==> src/hw/tig_pkg.sv <==
// Constants, register map and state codes of the transmit gap timer.
// Assumes a single 200 MHz system clock and a byte-addressed register bus.
package tig_pkg;

  // ------------------------------------------------------------
  // Register map (byte addresses)
  // ------------------------------------------------------------
  localparam int ADDR_W = 16;
  localparam logic [ADDR_W-1:0] ADDR_GAP_TIMING = 16'h0410; // Gap fields
  localparam logic [ADDR_W-1:0] ADDR_CONTROL = 16'h0414; // Mode bits
  localparam logic [ADDR_W-1:0] ADDR_STATUS = 16'h0418; // Timer state

  // ------------------------------------------------------------
  // Field layout of the gap register
  // ------------------------------------------------------------
  localparam int FIELD_W = 10;
  localparam int B2B_LSB = 0;
  localparam int FIRST_LSB = 10;
  localparam int TOTAL_LSB = 20;
  localparam int GAP_USED_W = 30; // Bits 31:30 stay zero
  localparam logic [29:0] GAP_RESET = 30'h0000_0000;

  // Control register bits
  localparam int CTRL_HALF_BIT = 0;
  localparam int CTRL_TBI_BIT = 1;
  localparam int CTRL_SPEED_LSB = 2;
  localparam int CTRL_W = 4;
  localparam logic [3:0] CTRL_RESET = 4'h0;

  // Status register bits
  localparam int STAT_BUSY_BIT = 0;
  localparam int STAT_PH1_BIT = 1;
  localparam int STAT_CS_BIT = 2;

  // ------------------------------------------------------------
  // Link speed encoding and MAC clock periods
  // ------------------------------------------------------------
  localparam logic [1:0] SPEED_10M = 2'h0;
  localparam logic [1:0] SPEED_100M = 2'h1;
  localparam logic [1:0] SPEED_1G = 2'h2;
  localparam int CLK_PERIOD_NS = 5;
  localparam int MAC_PERIOD_1G_NS = 8;
  localparam int MAC_PERIOD_100M_NS = 80;
  localparam int MAC_PERIOD_10M_NS = 800;
  localparam int ACC_W = 10;

  // ------------------------------------------------------------
  // Fixed overheads in MAC clocks
  // ------------------------------------------------------------
  localparam int CNT_W = 11;
  localparam logic [CNT_W-1:0] OH_TWISTED = 11'h004;
  localparam logic [CNT_W-1:0] OH_TBI = 11'h00A;
  localparam logic [CNT_W-1:0] OH_TBI_ALT = 11'h006;
  localparam logic [CNT_W-1:0] OH_TOTAL = 11'h006;
  localparam logic [CNT_W-1:0] CNT_ONE = 11'h001;
  localparam logic [CNT_W-1:0] CNT_ZERO = 11'h000;

  // Timer states, one-hot
  typedef enum logic [3:0] {
    TIG_IDLE = 4'h1,
    TIG_GAP = 4'h2,
    TIG_PH1 = 4'h4,
    TIG_PH2 = 4'h8
  } tig_state_t;

endpackage : tig_pkg

==> src/hw/tig_gap_timer.sv <==
// Transmit inter-packet gap timer with its register slave.
// Assumes tx_end and tx_b2b come from transmit logic on clk_sys and
// carrier_in comes straight from the line-side pin.
// Software is expected to keep the two reserved top bits at zero.
`timescale 1ns/10ps

// Function
// - Low field sets back-to-back gap
// - Gaps count MAC clocks, speed dependent
// - Twisted pair adds four clocks overhead
// - Ten-bit interface adds ten, variant six
// - Carrier in first phase restarts count
// - After first phase carrier is ignored
// - Total field plus six clocks overhead
// - Phase fields used only in half-duplex
// - Top two bits read zero
module tig_gap_timer #(
  parameter bit TBI_ALT_OVERHEAD = 1'b0 // Variant that adds six in TBI
) (
  input wire logic clk_sys,
  input wire logic sys_rst,
  input wire logic [tig_pkg::ADDR_W-1:0] avs_address,
  input wire logic avs_read,
  input wire logic avs_write,
  input wire logic [31:0] avs_writedata,
  output logic [31:0] avs_readdata,
  output logic avs_waitrequest,
  input wire logic tx_end,
  input wire logic tx_b2b,
  input wire logic carrier_in,
  output logic tx_allow
);

  // ------------------------------------------------------------
  // Registers
  // ------------------------------------------------------------
  logic [29:0] gap_reg; // Software gap fields
  logic [tig_pkg::CTRL_W-1:0] ctrl_reg; // Duplex, TBI, speed
  logic [31:0] rdata_reg;
  logic wait_reg;
  logic cs1_reg, cs2_reg, cs3_reg; // Carrier synchroniser
  logic cs_reg; // Debounced carrier level
  logic [tig_pkg::ACC_W-1:0] acc_reg; // Fractional ns accumulator
  logic tick_reg; // One MAC clock elapsed
  tig_pkg::tig_state_t state_reg, state_next;
  logic [tig_pkg::CNT_W-1:0] count_reg, count_next;
  logic [tig_pkg::CNT_W-1:0] target_reg, target_next;
  logic [tig_pkg::CNT_W-1:0] r1_reg, r1_next;
  logic allow_reg;

  // ------------------------------------------------------------
  // Bus decode
  // ------------------------------------------------------------
  wire logic sel_gap = avs_address == tig_pkg::ADDR_GAP_TIMING;
  wire logic sel_ctrl = avs_address == tig_pkg::ADDR_CONTROL;
  wire logic sel_stat = avs_address == tig_pkg::ADDR_STATUS;
  wire logic req = avs_read | avs_write;
  // Data phase: the cycle in which waitrequest is already low
  wire logic wr_take = avs_write & ~wait_reg;
  wire logic half = ctrl_reg[tig_pkg::CTRL_HALF_BIT];
  wire logic tbi = ctrl_reg[tig_pkg::CTRL_TBI_BIT];
  wire logic [1:0] speed = ctrl_reg[tig_pkg::CTRL_SPEED_LSB +: 2];
  wire logic [31:0] stat_word = {29'h0, cs_reg, state_reg == tig_pkg::TIG_PH1,
    state_reg != tig_pkg::TIG_IDLE};
  // Unmapped addresses read zero; the reserved top bits always do
  wire logic [31:0] rd_mux = sel_gap ? {2'h0, gap_reg} :
    sel_ctrl ? {28'h0, ctrl_reg} : sel_stat ? stat_word : 32'h0000_0000;

  // ------------------------------------------------------------
  // Register slave: one wait state on every access
  // ------------------------------------------------------------
  // A fixed single wait state keeps the read mux off the output path;
  // read data come from a flop, like every other output of this block.
  // Waitrequest drops for exactly one cycle after a request is seen
  always_ff @(posedge clk_sys or posedge sys_rst) begin
    if (sys_rst) begin
      wait_reg <= 1'b1;
      rdata_reg <= 32'h0000_0000;
    end else begin
      wait_reg <= ~(req & wait_reg);
      if (avs_read & wait_reg) begin
        rdata_reg <= rd_mux;
      end
    end
  end

  // Writes land on the edge where waitrequest is seen low
  // Reserved bits are never stored, so they cannot read back as ones
  always_ff @(posedge clk_sys or posedge sys_rst) begin
    if (sys_rst) begin
      gap_reg <= tig_pkg::GAP_RESET;
      ctrl_reg <= tig_pkg::CTRL_RESET;
    end else begin
      if (wr_take & sel_gap) begin
        gap_reg <= avs_writedata[tig_pkg::GAP_USED_W-1:0];
      end
      if (wr_take & sel_ctrl) begin
        ctrl_reg <= avs_writedata[tig_pkg::CTRL_W-1:0];
      end
    end
  end

  // ------------------------------------------------------------
  // Carrier synchroniser
  // ------------------------------------------------------------
  // Level only moves once the second and third stages agree
  // A blip shorter than two cycles may be missed; real carrier bursts
  // last far longer, so nothing is lost in practice.
  always_ff @(posedge clk_sys or posedge sys_rst) begin
    if (sys_rst) begin
      cs1_reg <= 1'b0;
      cs2_reg <= 1'b0;
      cs3_reg <= 1'b0;
      cs_reg <= 1'b0;
    end else begin
      cs1_reg <= carrier_in;
      cs2_reg <= cs1_reg;
      cs3_reg <= cs2_reg;
      if (cs2_reg == cs3_reg) begin
        cs_reg <= cs3_reg;
      end
    end
  end

  // ------------------------------------------------------------
  // MAC clock tick from a fractional ns accumulator
  // ------------------------------------------------------------
  // 8 ns is not a whole number of 5 ns cycles, so ticks jitter by one
  // cycle but their average rate is exact.
  wire logic [tig_pkg::ACC_W-1:0] mac_ns =
    (speed == tig_pkg::SPEED_1G) ? tig_pkg::ACC_W'(tig_pkg::MAC_PERIOD_1G_NS) :
    (speed == tig_pkg::SPEED_100M) ? tig_pkg::ACC_W'(tig_pkg::MAC_PERIOD_100M_NS) :
    tig_pkg::ACC_W'(tig_pkg::MAC_PERIOD_10M_NS);
  wire logic [tig_pkg::ACC_W-1:0] acc_sum = acc_reg + tig_pkg::ACC_W'(tig_pkg::CLK_PERIOD_NS);
  wire logic acc_wrap = acc_sum >= mac_ns;
  // After a speed change the old remainder may exceed the new period;
  // clearing it then avoids a burst of ticks on consecutive cycles
  wire logic [tig_pkg::ACC_W-1:0] acc_rem = acc_sum - mac_ns;
  wire logic [tig_pkg::ACC_W-1:0] acc_next = acc_wrap ? ((acc_rem >= mac_ns) ? '0 : acc_rem) : acc_sum;

  // Accumulator and tick pulse
  always_ff @(posedge clk_sys or posedge sys_rst) begin
    if (sys_rst) begin
      acc_reg <= '0;
      tick_reg <= 1'b0;
    end else begin
      acc_reg <= acc_next;
      tick_reg <= acc_wrap;
    end
  end

  // ------------------------------------------------------------
  // Gap lengths
  // ------------------------------------------------------------
  // Fields are widened by one bit so that field plus overhead never wraps
  wire logic [tig_pkg::CNT_W-1:0] f_b2b = {1'b0, gap_reg[tig_pkg::B2B_LSB +: tig_pkg::FIELD_W]};
  wire logic [tig_pkg::CNT_W-1:0] f_first = {1'b0, gap_reg[tig_pkg::FIRST_LSB +: tig_pkg::FIELD_W]};
  wire logic [tig_pkg::CNT_W-1:0] f_total = {1'b0, gap_reg[tig_pkg::TOTAL_LSB +: tig_pkg::FIELD_W]};
  wire logic [tig_pkg::CNT_W-1:0] oh_tbi = TBI_ALT_OVERHEAD ? tig_pkg::OH_TBI_ALT : tig_pkg::OH_TBI;
  wire logic [tig_pkg::CNT_W-1:0] oh_b2b = tbi ? oh_tbi : tig_pkg::OH_TWISTED;
  wire logic [tig_pkg::CNT_W-1:0] len_b2b = f_b2b + oh_b2b;
  wire logic [tig_pkg::CNT_W-1:0] len_total = f_total + tig_pkg::OH_TOTAL;
  // Split gap only in half-duplex and only when not back to back
  wire logic split = half & ~tx_b2b;
  // A carrier drop while idle in half-duplex also opens a split gap
  logic cs_prev_reg;
  wire logic cs_drop = cs_prev_reg & ~cs_reg;
  wire logic start = tx_end | (half & cs_drop & ~tx_b2b);

  // ------------------------------------------------------------
  // Gap state machine
  // ------------------------------------------------------------
  // One count runs through both phases, so the first phase is part of
  // the total rather than added to it
  always_comb begin
    state_next = state_reg;
    count_next = count_reg;
    target_next = target_reg;
    r1_next = r1_reg;
    case (state_reg)
      tig_pkg::TIG_IDLE: begin
        if (start) begin
          count_next = tig_pkg::CNT_ZERO;
          r1_next = f_first;
          if (split) begin
            target_next = len_total;
            state_next = tig_pkg::TIG_PH1;
          end else begin
            target_next = len_b2b;
            state_next = tig_pkg::TIG_GAP;
          end
        end
      end
      tig_pkg::TIG_PH1: begin
        if (cs_reg) begin
          count_next = tig_pkg::CNT_ZERO;
        end else if (count_reg >= r1_reg) begin
          state_next = tig_pkg::TIG_PH2;
        end else if (tick_reg) begin
          count_next = count_reg + tig_pkg::CNT_ONE;
        end
      end
      tig_pkg::TIG_GAP, tig_pkg::TIG_PH2: begin
        // Carrier no longer looked at here
        if (count_reg >= target_reg) begin
          state_next = tig_pkg::TIG_IDLE;
        end else if (tick_reg) begin
          count_next = count_reg + tig_pkg::CNT_ONE;
        end
      end
      default: begin
        state_next = tig_pkg::TIG_IDLE;
      end
    endcase
  end

  // State, counter and transmit permission
  // Permission follows the next state, so it drops right after the start edge
  always_ff @(posedge clk_sys or posedge sys_rst) begin
    if (sys_rst) begin
      state_reg <= tig_pkg::TIG_IDLE;
      count_reg <= tig_pkg::CNT_ZERO;
      target_reg <= tig_pkg::CNT_ZERO;
      r1_reg <= tig_pkg::CNT_ZERO;
      cs_prev_reg <= 1'b0;
      allow_reg <= 1'b1;
    end else begin
      state_reg <= state_next;
      count_reg <= count_next;
      target_reg <= target_next;
      r1_reg <= r1_next;
      cs_prev_reg <= cs_reg;
      allow_reg <= state_next == tig_pkg::TIG_IDLE;
    end
  end

  // Outputs straight from their flops
  assign avs_readdata = rdata_reg;
  assign avs_waitrequest = wait_reg;
  assign tx_allow = allow_reg;

  // ------------------------------------------------------------
  // Assertions
  // ------------------------------------------------------------
  reserved_zero_a: assert property (@(posedge clk_sys) disable iff (sys_rst)
    (avs_read & wait_reg & sel_gap) |=> (avs_readdata[31:30] == 2'h0))
    else $error("reserved gap bits read nonzero");

  b2b_twisted_a: assert property (@(posedge clk_sys) disable iff (sys_rst)
    (state_reg == tig_pkg::TIG_IDLE && start && !split && !tbi)
    |=> (target_reg == $past(f_b2b) + tig_pkg::OH_TWISTED))
    else $error("back-to-back gap lacks twisted overhead");

  b2b_tbi_a: assert property (@(posedge clk_sys) disable iff (sys_rst)
    (state_reg == tig_pkg::TIG_IDLE && start && !split && tbi)
    |=> (target_reg == $past(f_b2b) + oh_tbi))
    else $error("back-to-back gap lacks tbi overhead");

  total_len_a: assert property (@(posedge clk_sys) disable iff (sys_rst)
    (state_reg == tig_pkg::TIG_IDLE && start && split)
    |=> (target_reg == $past(f_total) + tig_pkg::OH_TOTAL && state_reg == tig_pkg::TIG_PH1))
    else $error("total gap length wrong");

  carrier_restart_a: assert property (@(posedge clk_sys) disable iff (sys_rst)
    (state_reg == tig_pkg::TIG_PH1 && cs_reg) |=> (count_reg == tig_pkg::CNT_ZERO))
    else $error("carrier did not restart first phase");

  carrier_ignored_a: assert property (@(posedge clk_sys) disable iff (sys_rst)
    (state_reg == tig_pkg::TIG_PH2 && tick_reg && count_reg < target_reg)
    |=> (count_reg == $past(count_reg) + tig_pkg::CNT_ONE))
    else $error("second phase stalled");

  full_duplex_a: assert property (@(posedge clk_sys) disable iff (sys_rst)
    (state_reg == tig_pkg::TIG_IDLE && start && !half) |=> (state_reg == tig_pkg::TIG_GAP))
    else $error("phase fields used in full duplex");

  tick_rate_a: assert property (@(posedge clk_sys) disable iff (sys_rst)
    (tick_reg && speed == tig_pkg::SPEED_100M && $stable(ctrl_reg)) |=> !tick_reg [*8])
    else $error("mac tick too fast");

  hold_tx_a: assert property (@(posedge clk_sys) disable iff (sys_rst)
    (state_reg != tig_pkg::TIG_IDLE && state_next != tig_pkg::TIG_IDLE) |=> !tx_allow)
    else $error("transmit allowed during gap");

  gap_start_a: assert property (@(posedge clk_sys) disable iff (sys_rst)
    (state_reg == tig_pkg::TIG_IDLE && start) |=> !tx_allow)
    else $error("transmit not held at gap start");

  b2b_plain_a: assert property (@(posedge clk_sys) disable iff (sys_rst)
    (state_reg == tig_pkg::TIG_IDLE && start && tx_b2b) |=> (state_reg == tig_pkg::TIG_GAP))
    else $error("back-to-back gap split into phases");

  ph1_exit_a: assert property (@(posedge clk_sys) disable iff (sys_rst)
    (state_reg == tig_pkg::TIG_PH1 && !cs_reg && count_reg >= r1_reg) |=> (state_reg == tig_pkg::TIG_PH2))
    else $error("first phase did not end on time");

  gap_end_a: assert property (@(posedge clk_sys) disable iff (sys_rst)
    (state_reg == tig_pkg::TIG_GAP && count_reg >= target_reg) |=> tx_allow)
    else $error("transmit still held after gap");

endmodule : tig_gap_timer

==> config.mk <==
export PLATFORM = sky130hd
export DESIGN_NAME = tig_gap_timer
export DESIGN_NICKNAME = d
export VERILOG_FILES = /design/src/hw/tig_pkg.sv /design/src/hw/tig_gap_timer.sv
export SDC_FILE = /design/constraint.sdc
export NUM_CORES = 1
export LEC_CHECK = 0
export ABC_AREA = 1
export BUFFER_PORTS_ARGS = -buffer_cell sky130_fd_sc_hd__clkbuf_2
export CAP_MARGIN = 0
export CORE_AREA = 2 2 154 156
export DETAILED_ROUTE_END_ITERATION = 7
export DIE_AREA = 0 0 156 158
export GPL_TIMING_DRIVEN = 0
export REMOVE_ABC_BUFFERS = 1
export SLEW_MARGIN = 40
export SYNTH_ARGS = -nofsm -noshare
export SYNTH_HDL_FRONTEND = slang
export SYNTH_SLANG_ARGS = --single-unit
==> constraint.sdc <==
create_clock -name clk_sys -period 8.2 [get_ports clk_sys]
set_clock_uncertainty 0.15 [all_clocks]
set_input_delay 1.64 -clock clk_sys [delete_from_list [all_inputs] [get_ports clk_sys]]
set_output_delay 1.64 -clock clk_sys [all_outputs]
set_load 0.05 [all_outputs]
==> metrics.md, run 1 <==
| Metric | Value |
|---|---|
| Reg2Reg Setup Slack | 4.54 ns |
| Critical path capture point type | flip-flop |
| Number of synthesized register bits | 118 |
| Final-stage net count | 1014 |
| Clock Pin Slew Worst Setup and Hold Paths | 0.06 ns |
| Post-synthesis compound-gate area fraction | 10.6% |
| Switching portion of total power | 29.5% |
| CTS Root Cell | clkbuf_16 |
| Yosys top cell area share | 42.1% |
| Hold WC Path Type | flip-flop to flip-flop |
| Vias | 5616 |
| Largest family of logic cells by synthesized area | simple AND/OR/NAND/NOR gates |
| Fin. Hold Viols | 0 |
| First-pass GRT wire length | 26.0 mm |
| Worst-path maximum fanout | 9 |
| Cell area after synthesis | 6830 um^2 |
| Iter 0 DRT Violations | 283 |
| Hold Crit Depth | 0 |
| CTS resizes | 0 |
| RSZ-0062 raised after global routing | no |
| Critical path arrival | 3.85 ns |
| Routed Antenna Nets | 0 |
| Cells after Synth | 831 |
| H-tree levels | 4 |
| Reg area | 2960 um^2 |
| Status | completed |
| Worst-Margin Slew | 0.829 ns |
| DRC | 0 |
| R2R Path End | acc_reg[3]$_DFF_PP0_ |
| Initial antenna violation count | 0 |
| Sequential fraction of the synthesis area | 43.3% |
| Hold Path Sink | cs2_reg$_DFF_PP0_ |
| Relative slew slack | 44.5% |
| Reg2Reg Depth | 23 |
| Final max-slew violation count | 0 |
| Total GRT Usage | 13.5% |
| Mean Syn Cell Area | 8.22 um^2 |
| Share of post-route cells with drive strength above 1 | 17.8% |
| Vias in the first global route | 5212 |
| Comb power frac | 15.7% |
| Crit path launch | acc_reg[0]$_DFF_PP0_ |
| Internal Power | 1.12 mW |
| Setup-failing EPs final | 0 |
| Final WL | 15.8 mm |
| CTS Sinks | 118 |
| # hold bufs at CTS | 0 |
| Overflow after GRT | 0 |
| Crit share post-route | 44.6% |
| Die Ht | 158 um |
| Most frequent cells in the layout | nand2_1, dfrtp_1, inv_1 |
| PortBufs | 84 |
| Final Power | 1.59 mW |
| Distinct cells, synth | 43 |
| Post-Route Setup TNS | 0 ns |
| Worst IR Drop VDD | 0.102 mV |
| Area growth, synth to finish | 19.2% |
| Die width | 156 um |
| Power Dens Cells | 195 nW/um^2 |
| Row cnt | 56 |
| Clock power share | 44.9% |
| Clock Tree Buf Depth | 2 |
| Sw Pwr | 0.470 mW |
| Largest net degree at the start of global routing | 61 |
| Initial Utilization | 29.6% |
| Min-delay src | cs1_reg$_DFF_PP0_ |
| Post-Synth Adder-Cell Area | 8.42% |
| Pleak | 4.07 nW |
| Multi-input logic area | 3420 um^2 |
| Core area | 23100 um^2 |
| XOR/XNOR Fraction of Synth Area | 2.56% |
| Ranking of synthesized cells by area | dfrtp_1, nand2_1, ha_1 |
| Ys Warns | 0 |
| CTS tree | yes |
| WL per Instance | 13.0 um |
| Io pins | 89 |
| Crit start category | flip-flop |
| Max cap viols | 0 |
| Post-layout minimum cycle time | 3.66 ns |
| TritonCTS Buffers | 17 |
| Worst skew pair latency | 0.43 ns |
| Drt first pass iters | 5 |
| Simple-gate share of the synthesized area | 22.7% |
| Post-DP HPWL | 11.6 mm |
| Commonest non-fill, non-tap cell in the layout | nand2_1 |
| Cell taking the most area after synthesis | dfrtp_1 |
| Full die area | 24600 um^2 |
| # diodes | 0 |
| Fill cell count | 2398 |
| Gp weighted congestion | 0.852 |
| Mux share of post-synthesis cell area | 5.49% |
| Via/cell ratio | 4.61 |
| Max Clk Rate | 273 MHz |
| Sequential Power Share | 39.4% |
| Critical R2R Launch | acc_reg[0]$_DFF_PP0_ |
| Setup repair bufs after CTS | 0 |
| CP Data Required Time | 8.40 ns |
| Kind of critical path | flip-flop to flip-flop |
cell type report:
cell class,count,share of cell area [%]
clock buffers,21,5.77
inverters,93,4.38
well taps,290,4.45
flip-flops and latches,118,36.3
clock inverters,11,1.23
repair buffers,88,5.87
multi-input cells,597,42.0
worst max path at each step:
stage / end / slack (ns) / depth (start not counted)
3_5_place_dp: count_reg[4]$_DFFE_PP0P_ / 4.21 / 10
4_1_cts: acc_reg[3]$_DFF_PP0_ / 4.56 / 23
6_report: acc_reg[3]$_DFF_PP0_ / 4.54 / 23
5_1_grt: acc_reg[3]$_DFF_PP0_ / 4.16 / 23
3_3_place_gp: avs_readdata[22]$_DFFE_PP0P_ / 1.57 / 2
2_1_floorplan: acc_reg[0]$_DFF_PP0_ / 3.29 / 1
stage by stage:
stage | std cells | hold slack [ns] | utilization (%) | area, um^2 | worst slack (ns)
floorplan | 808 | 0.181 | - | 6710 | 3.29
global placement | 1182 | 0.212 | 32.5 | 7490 | 1.57
detailed placement | 1186 | 0.203 | 32.9 | 7580 | 4.21
CTS | 1218 | 0.216 | 35.3 | 8150 | 4.56
global route | 1218 | 0.223 | 35.3 | 8150 | 4.16
finish | 1218 | 0.210 | 35.3 | 8150 | 4.54
critical path: stages (launching register included):
cell and delay (ns):
dfrtp_1 0.44, ha_1 0.26, nor2_1 0.22, nor2_1 0.09, nand2_1 0.08, xor2_1 0.15, inv_1 0.08, ha_1 0.33
nand2_1 0.09, nand2_1 0.05, inv_1 0.04, nand2_1 0.07, inv_1 0.06, nand3_1 0.12, nand2_1 0.11, nand2_1 0.05
nand2_1 0.05, nand2_1 0.06, ha_1 0.29, a21oi_1 0.13, inv_1 0.05, a21oi_1 0.15, nand2_1 0.25, o21ai_1 0.21
metal layers:
layer | up-vias | part of all wire, % | global-route usage, %
li1 | 2879 | - | -
met1 | 2607 | 49 | 18.1
met2 | 109 | 45 | 20.9
met3 | 21 | 4.3 | 3.42
met4 | 0 | 1.8 | 5.02
met5 | - | 0 | 0
synthesized netlist by cell type, drive strengths merged:
cell type and n:
clkbuf 15, o21a 2, nand4 10, mux2 26, dfrtp 115, o2111ai 1, maj3 1, clkinv 1
dfstp 3, a22oi 1, xor2 11, o22ai 5, a21boi 1, a31oi 5, and2 1, o211ai 3
nor4 1, fa 2, nand2 240, nand3 43, or2 2, nand3b 2, o31ai 12, nor2 70
a21oi 29, inv 92, o21ai 71, ha 42, xnor2 9, nor3 4, a21o 1, buf 9
conb 1
power by group through the flow:
stage	logic [mW]	registers [mW]	clock network, mW
global placement	0.237	0.638	0
CTS	0.254	0.628	0.731
floorplan	0.151	0.646	0
global route	0.285	0.631	0.758
finish	0.250	0.628	0.714
detailed placement	0.252	0.638	0
logic make-up after synthesis:
kind of cell	count (synthesis)
xor+xnor	20
flops	118
compound gates	131
other cells	1
fa+ha+maj	45
mux	26
buf+inv	117
simple gates	373
Power figures use the tool's default switching activity.
==> inputs of run 2 (changes only) <==
- ABC_AREA: 1 -> 0
- CORE_AREA: 2 2 154 156 -> 2 2 149 151
- DIE_AREA: 0 0 156 158 -> 0 0 151 153
- clock period: 8.2 -> 3.38 ns (I/O delays scaled with it)
==> run 2 against run 1 <==
The flow now finishes with violations (setup timing). Area after synthesis shrank 7.5%. First-iteration DRC count shrank 33%. Global-route usage grew 0.57 points. Critical path type unchanged. Highest routed layer unchanged.
==> metrics.md, run 2 <==
| Metric | Value |
|---|---|
| TritonCTS Buffers | 17 (unchanged) |
| Area growth, synth to finish | 28.9% |
| Dpl ws | -0.788 ns (-5.00 ns) |
| Initial Utilization | 29.4% (-0.23 points) |
| Max Clk Rate | 277 MHz (+1.5%) |
| Critical path arrival | 3.79 ns (-0.06 ns) |
| Largest net degree at the start of global routing | 62 (+1.6%) |
| Via/cell ratio | 4.80 (+4.0%) |
| Drt first pass iters | 4 (-1) |
| Cell area after synthesis | 6320 um^2 (-7.5%) |
| Final Power | 4.04 mW (+150%) |
| XOR/XNOR Fraction of Synth Area | 3.33% (+0.76 points) |
| Share of post-route cells with drive strength above 1 | 33.4% (+16 points) |
| Worst skew pair latency | 0.42 ns (about the same) |
| Cells after Synth | 589 (-29%) |
| Power Dens Cells | 496 nW/um^2 (+150%) |
| CTS tree | yes |
| Commonest non-fill, non-tap cell in the layout | dfrtp_1 |
| Setup-failing EPs final | 10 (+10) |
| Post-layout minimum cycle time | 3.60 ns (-0.0523 ns) |
| DRC | 0 (unchanged) |
| Max cap viols | 0 (unchanged) |
| Gp weighted congestion | 0.877 (+2.9%) |
| Full die area | 23100 um^2 (-6.3%) |
| PortBufs | 84 (unchanged) |
| Relative slew slack | 59.0% (+14 points) |
| Status | finished, violations left |
| Die width | 151 um (-3.2%) |
| First-pass GRT wire length | 25.3 mm (-2.8%) |
| Clock Tree Buf Depth | 2 (unchanged) |
| CP max stage cell | dfrtp_2 |
| Final Non-Filler Cells | 993 (-18%) |
| Most frequent cells in the layout | dfrtp_1, clkbuf_2, nand2_1 |
| Initial antenna violation count | 0 (unchanged) |
| Post-DP HPWL | 10.9 mm (-6.2%) |
| Vias | 4763 (-15%) |
| Worst-path maximum fanout | 6 (-3) |
| # placed instances | 942 (-21%) |
| Final-stage net count | 799 (-21%) |
| Mux share of post-synthesis cell area | 7.90% (+2.4 points) |
| Final Util | 37.9% (+2.6 points) |
| Worst-Margin Slew | 0.616 ns (-0.214 ns) |
| Post-synth EDFFs | 0 (unchanged) |
| Top delay family on crit path | compound AO/OA/AOI/OAI gates |
| Io pins | 89 (unchanged) |
| Critical path capture point type | flip-flop |
| Clock Pin Slew Worst Setup and Hold Paths | 0.06 ns (about the same) |
| WL per Instance | 15.3 um (+18%) |
| CTS Sinks | 118 (unchanged) |
| Post-Synth Adder-Cell Area | 9.11% (+0.68 points) |
| Reg area | 2960 um^2 (+0.13%) |
| Overflow after GRT | 0 (unchanged) |
| Most common cell in the synthesized netlist | dfrtp_1 |
| Yosys top cell area share | 45.5% (+3.4 points) |
| Worst stage delay on the critical path | 0.45 ns (about the same) |
| Post-Route Setup TNS | -1.49 ns (-1.49 ns) |
| Area after DPL | 7170 um^2 (-5.4%) |
| Total GRT Usage | 14.0% (+0.57 points) |
| Ranking of synthesized cells by area | dfrtp_1, ha_1, mux2_2 |
| Cell taking the most area after synthesis | dfrtp_1 |
| Row cnt | 54 (-3.6%) |
| Worst hold slack | 0.137 ns (-0.0724 ns) |
| Crit share post-route | 107% (+62 points) |
| Iter 0 DRT Violations | 190 (-33%) |
| Number of synthesized register bits | 118 (unchanged) |
| Crit start category | flip-flop |
| CP Data Required Time | 3.56 ns (-4.84 ns) |
| Fin. Hold Viols | 0 (unchanged) |
| CTS Root Cell | clkbuf_16 |
| Async S/R FF share, synth | 100% (unchanged) |
| Final max-slew violation count | 0 (unchanged) |
| Vias in the first global route | 4937 (-5.3%) |
| Failing checks | setup timing |
| Setup WS post-layout | -0.225 ns (-4.77 ns) |
| # diodes | 0 (unchanged) |
| H-tree levels | 4 (unchanged) |
| Routed Antenna Nets | 0 (unchanged) |
| Hold WC Path Type | input pin to async pin |
| Mean Syn Cell Area | 10.7 um^2 (+30%) |
| Design Area, Final | 8150 um^2 (about the same) |
| Post-synthesis compound-gate area fraction | 15.4% (+4.8 points) |
| Final WL | 15.2 mm (-4.0%) |
| Ys Warns | 0 (unchanged) |
| Fill cell count | 2154 (-10%) |
| RSZ-0062 raised after global routing | yes |
| Multi-input logic area | 3350 um^2 (-2.2%) |
| Distinct cells, synth | 63 (+47%) |
| Worst IR Drop VDD | 0.349 mV (+240%) |
| Simple-gate share of the synthesized area | 13.5% (-9.1 points) |
| Kind of critical path | flip-flop to flip-flop |
| Primary flip-flop cell chosen by synthesis mapping | dfrtp_1 |
| # hold bufs at CTS | 0 (unchanged) |
| WP buf/inv | 1 (-3) |
| Sequential fraction of the synthesis area | 46.8% (+3.5 points) |
| CP Cell Sequence | ha_4 -> o21ai_4 -> xor2_2 -> inv_2 -> ha_4 -> nor2b_4 -> o21a_1 -> o21ai_2 -> nand3b_1 -> xor2_2 -> ha_1 -> and2_4 -> nand3_2 -> o211ai_1 -> a31o_2 -> o32ai_2 |
| Core area | 21500 um^2 (-6.8%) |
| Die Ht | 153 um (-3.2%) |
| Pleak | 3.87 nW (-4.8%) |
| Largest family of logic cells by synthesized area | compound AO/OA/AOI/OAI gates |
| Most frequent cells after synthesis | dfrtp_1, nand2_1, ha_1 |
run 2: changes by cell type in the layout (fill, tap and decap cells not counted), moves of 21 or more:
| cell | before | now |
|---|---|---|
| inv_1 | 89 | 36 |
| nand3_1 | 42 | 14 |
| nor2_1 | 64 | 22 |
| mux2_4 | 22 | 0 |
| nand2_1 | 236 | 44 |
| buf_4 | 2 | 23 |
| mux2_2 | 4 | 39 |
| a22o_1 | 0 | 27 |
| o21ai_0 | 65 | 26 |
run 2: layout make-up:
cell class / count / share of cell area (%)
clock inverter: 13 / 2.38
clock buffer: 19 / 5.56
timing repair buffer: 112 / 8.37
inverter: 40 / 1.94
tap: 280 / 4.30
sequential: 118 / 36.3
multi-input combinational: 411 / 41.1
run 2: final timing paths:
path / start / endpoint / slack, ns / cells past startpoint
worst max-delay path: acc_reg[0]$_DFF_PP0_ / acc_reg[7]$_DFF_PP0_ / -0.22 / 16
worst min-delay path: sys_rst / cs2_reg$_DFF_PP0_ / 0.14 / 2
worst max register to register: acc_reg[0]$_DFF_PP0_ / acc_reg[7]$_DFF_PP0_ / -0.22 / 16
worst min register to register: cs1_reg$_DFF_PP0_ / cs2_reg$_DFF_PP0_ / 0.20 / 0
max in group asynchronous: sys_rst / acc_reg[1]$_DFF_PP0_ / 2.30 / 3
min in group clk_sys: cs1_reg$_DFF_PP0_ / cs2_reg$_DFF_PP0_ / 0.20 / 0
run 2: kinds of logic after synthesis:
kind of cell,after synthesis
AO/OA/AOI/OAI,141
multiplexers,45
flip-flops,118
other,1
buffers and inverters,61
adder cells (fa/ha/maj),45
AND/OR/NAND/NOR,154
XOR/XNOR,24
run 2: layer usage:
layer / global-route usage [%] / share of wire, %
met2: 22.7 / 48
met4: 3.87 / 1.4
met1: 18.1 / 47
met3: 4.39 / 3.9
met5: 0 / 0
run 2: report_power, final:
part / internal, mW / leakage (nW) / switching (mW)
clock network: 1.28 / 0.303 / 0.694
logic: 0.196 / 2.02 / 0.356
registers: 1.47 / 1.56 / 0.0455
total: 2.95 / 3.87 / 1.10
run 2: what timing repair did:
item,CTS,global route
buffers inserted,11,8
gates cloned,0,0
hold endpoints to repair,0,0
gates resized for setup,22,21
pin swaps,11,22
endpoints found under the setup margin,10,10
==> inputs of run 3 (changes only) <==
- TNS_END_PERCENT: unset -> 50
==> run 3 against run 2 <==
The run still ends with setup timing left. Combinational power is essentially flat. Non-clock buffer count stayed put. Final cell count unchanged. First-iteration DRC count unchanged. Total power stayed put. Flip-flop and latch count unchanged. Sequential power about the same. Global-route usage unchanged. Setup slack stayed put. Critical path depth did not move. Clock power barely moved. Critical endpoint unchanged.
==> metrics.md, run 3 (same netlist as run 2, synthesis figures left out) <==
| Metric | Value |
|---|---|
| DRC | 0 (unchanged) |
| Crit share post-route | 107% (unchanged) |
| PortBufs | 84 (unchanged) |
| CTS Sinks | 118 (unchanged) |
| Initial antenna violation count | 0 (unchanged) |
| Relative slew slack | 59.0% (unchanged) |
| Clock Tree Buf Depth | 2 (unchanged) |
| Kind of critical path | flip-flop to flip-flop |
| Core area | 21500 um^2 (unchanged) |
| # placed instances | 942 (unchanged) |
| Largest net degree at the start of global routing | 62 (unchanged) |
| Area growth, synth to finish | 28.9% (unchanged) |
| Routed Antenna Nets | 0 (unchanged) |
| Final Non-Filler Cells | 993 (unchanged) |
| Power Dens Cells | 496 nW/um^2 (unchanged) |
| Crit start category | flip-flop |
| Pleak | 3.87 nW (unchanged) |
| Commonest non-fill, non-tap cell in the layout | dfrtp_1 |
| Worst skew pair latency | 0.42 ns (about the same) |
| Gp weighted congestion | 0.877 (unchanged) |
| H-tree levels | 4 (unchanged) |
| Post-DP HPWL | 10.9 mm (unchanged) |
| Setup WS post-layout | -0.225 ns (unchanged) |
| CP Data Required Time | 3.56 ns (about the same) |
| First-pass GRT wire length | 25.3 mm (unchanged) |
| # hold bufs at CTS | 0 (unchanged) |
| Post-Route Setup TNS | -1.49 ns (unchanged) |
| Post-layout minimum cycle time | 3.60 ns (unchanged) |
| Final WL | 15.2 mm (unchanged) |
| Worst-Margin Slew | 0.616 ns (unchanged) |
| Worst-path maximum fanout | 6 (unchanged) |
| Via/cell ratio | 4.80 (unchanged) |
| Vias in the first global route | 4939 (+0.041%) |
| Hold WC Path Type | input pin to async pin |
| Initial Utilization | 29.4% (unchanged) |
| Io pins | 89 (unchanged) |
| Status | finished, violations left |
| Max Clk Rate | 277 MHz (unchanged) |
| Dpl ws | -0.788 ns (unchanged) |
| Design Area, Final | 8150 um^2 (unchanged) |
| Setup-failing EPs final | 10 (unchanged) |
| CTS Root Cell | clkbuf_16 |
| Share of post-route cells with drive strength above 1 | 33.4% (unchanged) |
| Vias | 4763 (unchanged) |
| Critical path capture point type | flip-flop |
| Final-stage net count | 799 (unchanged) |
| Drt first pass iters | 4 (unchanged) |
| Full die area | 23100 um^2 (unchanged) |
| Row cnt | 54 (unchanged) |
| WL per Instance | 15.3 um (unchanged) |
| Die Ht | 153 um (unchanged) |
| Fin. Hold Viols | 0 (unchanged) |
| Most frequent cells in the layout | dfrtp_1, clkbuf_2, nand2_1 |
| TritonCTS Buffers | 17 (unchanged) |
| Failing checks | setup timing |
| CTS tree | yes |
| Max cap viols | 0 (unchanged) |
| Total GRT Usage | 14.0% (unchanged) |
| Clock Pin Slew Worst Setup and Hold Paths | 0.06 ns (about the same) |
| Critical path arrival | 3.79 ns (about the same) |
| Worst IR Drop VDD | 0.349 mV (unchanged) |
| Final max-slew violation count | 0 (unchanged) |
| Area after DPL | 7170 um^2 (unchanged) |
| Overflow after GRT | 0 (unchanged) |
| # diodes | 0 (unchanged) |
| Die width | 151 um (unchanged) |
| Iter 0 DRT Violations | 190 (unchanged) |
| RSZ-0062 raised after global routing | yes |
| Final Power | 4.04 mW (unchanged) |
[run 3: cell type report]
| class | count | area, um^2 |
|---|---|---|
| clock buffer | 19 | 453 |
| clock inverter | 13 | 194 |
| fill | 2154 | 13300 |
| inverter | 40 | 158 |
| multi-input combinational | 411 | 3350 |
| sequential | 118 | 2960 |
| tap | 280 | 350 |
| timing repair buffer | 112 | 682 |
[run 3: worst max-delay path, cell delays in order (launching register included)]
cell	delay (ns)
dfrtp_2	0.45
ha_4	0.19
o21ai_4	0.18
xor2_2	0.20
inv_2	0.08
ha_4	0.22
nor2b_4	0.12
o21a_1	0.20
o21ai_2	0.17
nand3b_1	0.14
xor2_2	0.21
ha_1	0.28
and2_4	0.15
nand3_2	0.06
o211ai_1	0.12
a31o_2	0.33
o32ai_2	0.27
[run 3: per-layer routing]
metal	global-route usage (%)	vias up	share of wire [%]
li1	-	2369	-
met1	18.1	2319	47
met2	22.7	60	48
met3	4.39	15	3.9
met4	3.87	0	1.4
met5	0	-	0
[run 3: path summary, 6_finish.rpt]
check,startpoint,to,slack [ns],depth (start not counted)
worst max-delay path,acc_reg[0]$_DFF_PP0_,acc_reg[7]$_DFF_PP0_,-0.22,16
worst min-delay path,sys_rst,cs2_reg$_DFF_PP0_,0.14,2
worst max register to register,acc_reg[0]$_DFF_PP0_,acc_reg[7]$_DFF_PP0_,-0.22,16
worst min register to register,cs1_reg$_DFF_PP0_,cs2_reg$_DFF_PP0_,0.20,0
max in group asynchronous,sys_rst,acc_reg[1]$_DFF_PP0_,2.30,3
min in group clk_sys,cs1_reg$_DFF_PP0_,cs2_reg$_DFF_PP0_,0.20,0
[run 3: repair_timing]
action                     4_1_cts  5_1_grt
setup endpoints to repair       10       10
pin swaps                       11       22
gates resized for setup         22       21
buffers inserted                11        8
[run 3: per-stage QoR]
| step | hold WS, ns | util [%] |
|---|---|---|
| CTS | 0.152 | 37.2 |
| floorplan | 0.181 | - |
| global placement | 0.187 | 32.6 |
| global route | 0.173 | 37.9 |
| finish | 0.137 | 37.9 |
| detailed placement | 0.197 | 33.4 |
[run 3: power breakdown]
part	internal (mW)	switching, mW
sequential	1.47	0.0455
combinational	0.196	0.356
clock	1.28	0.694
total	2.95	1.10
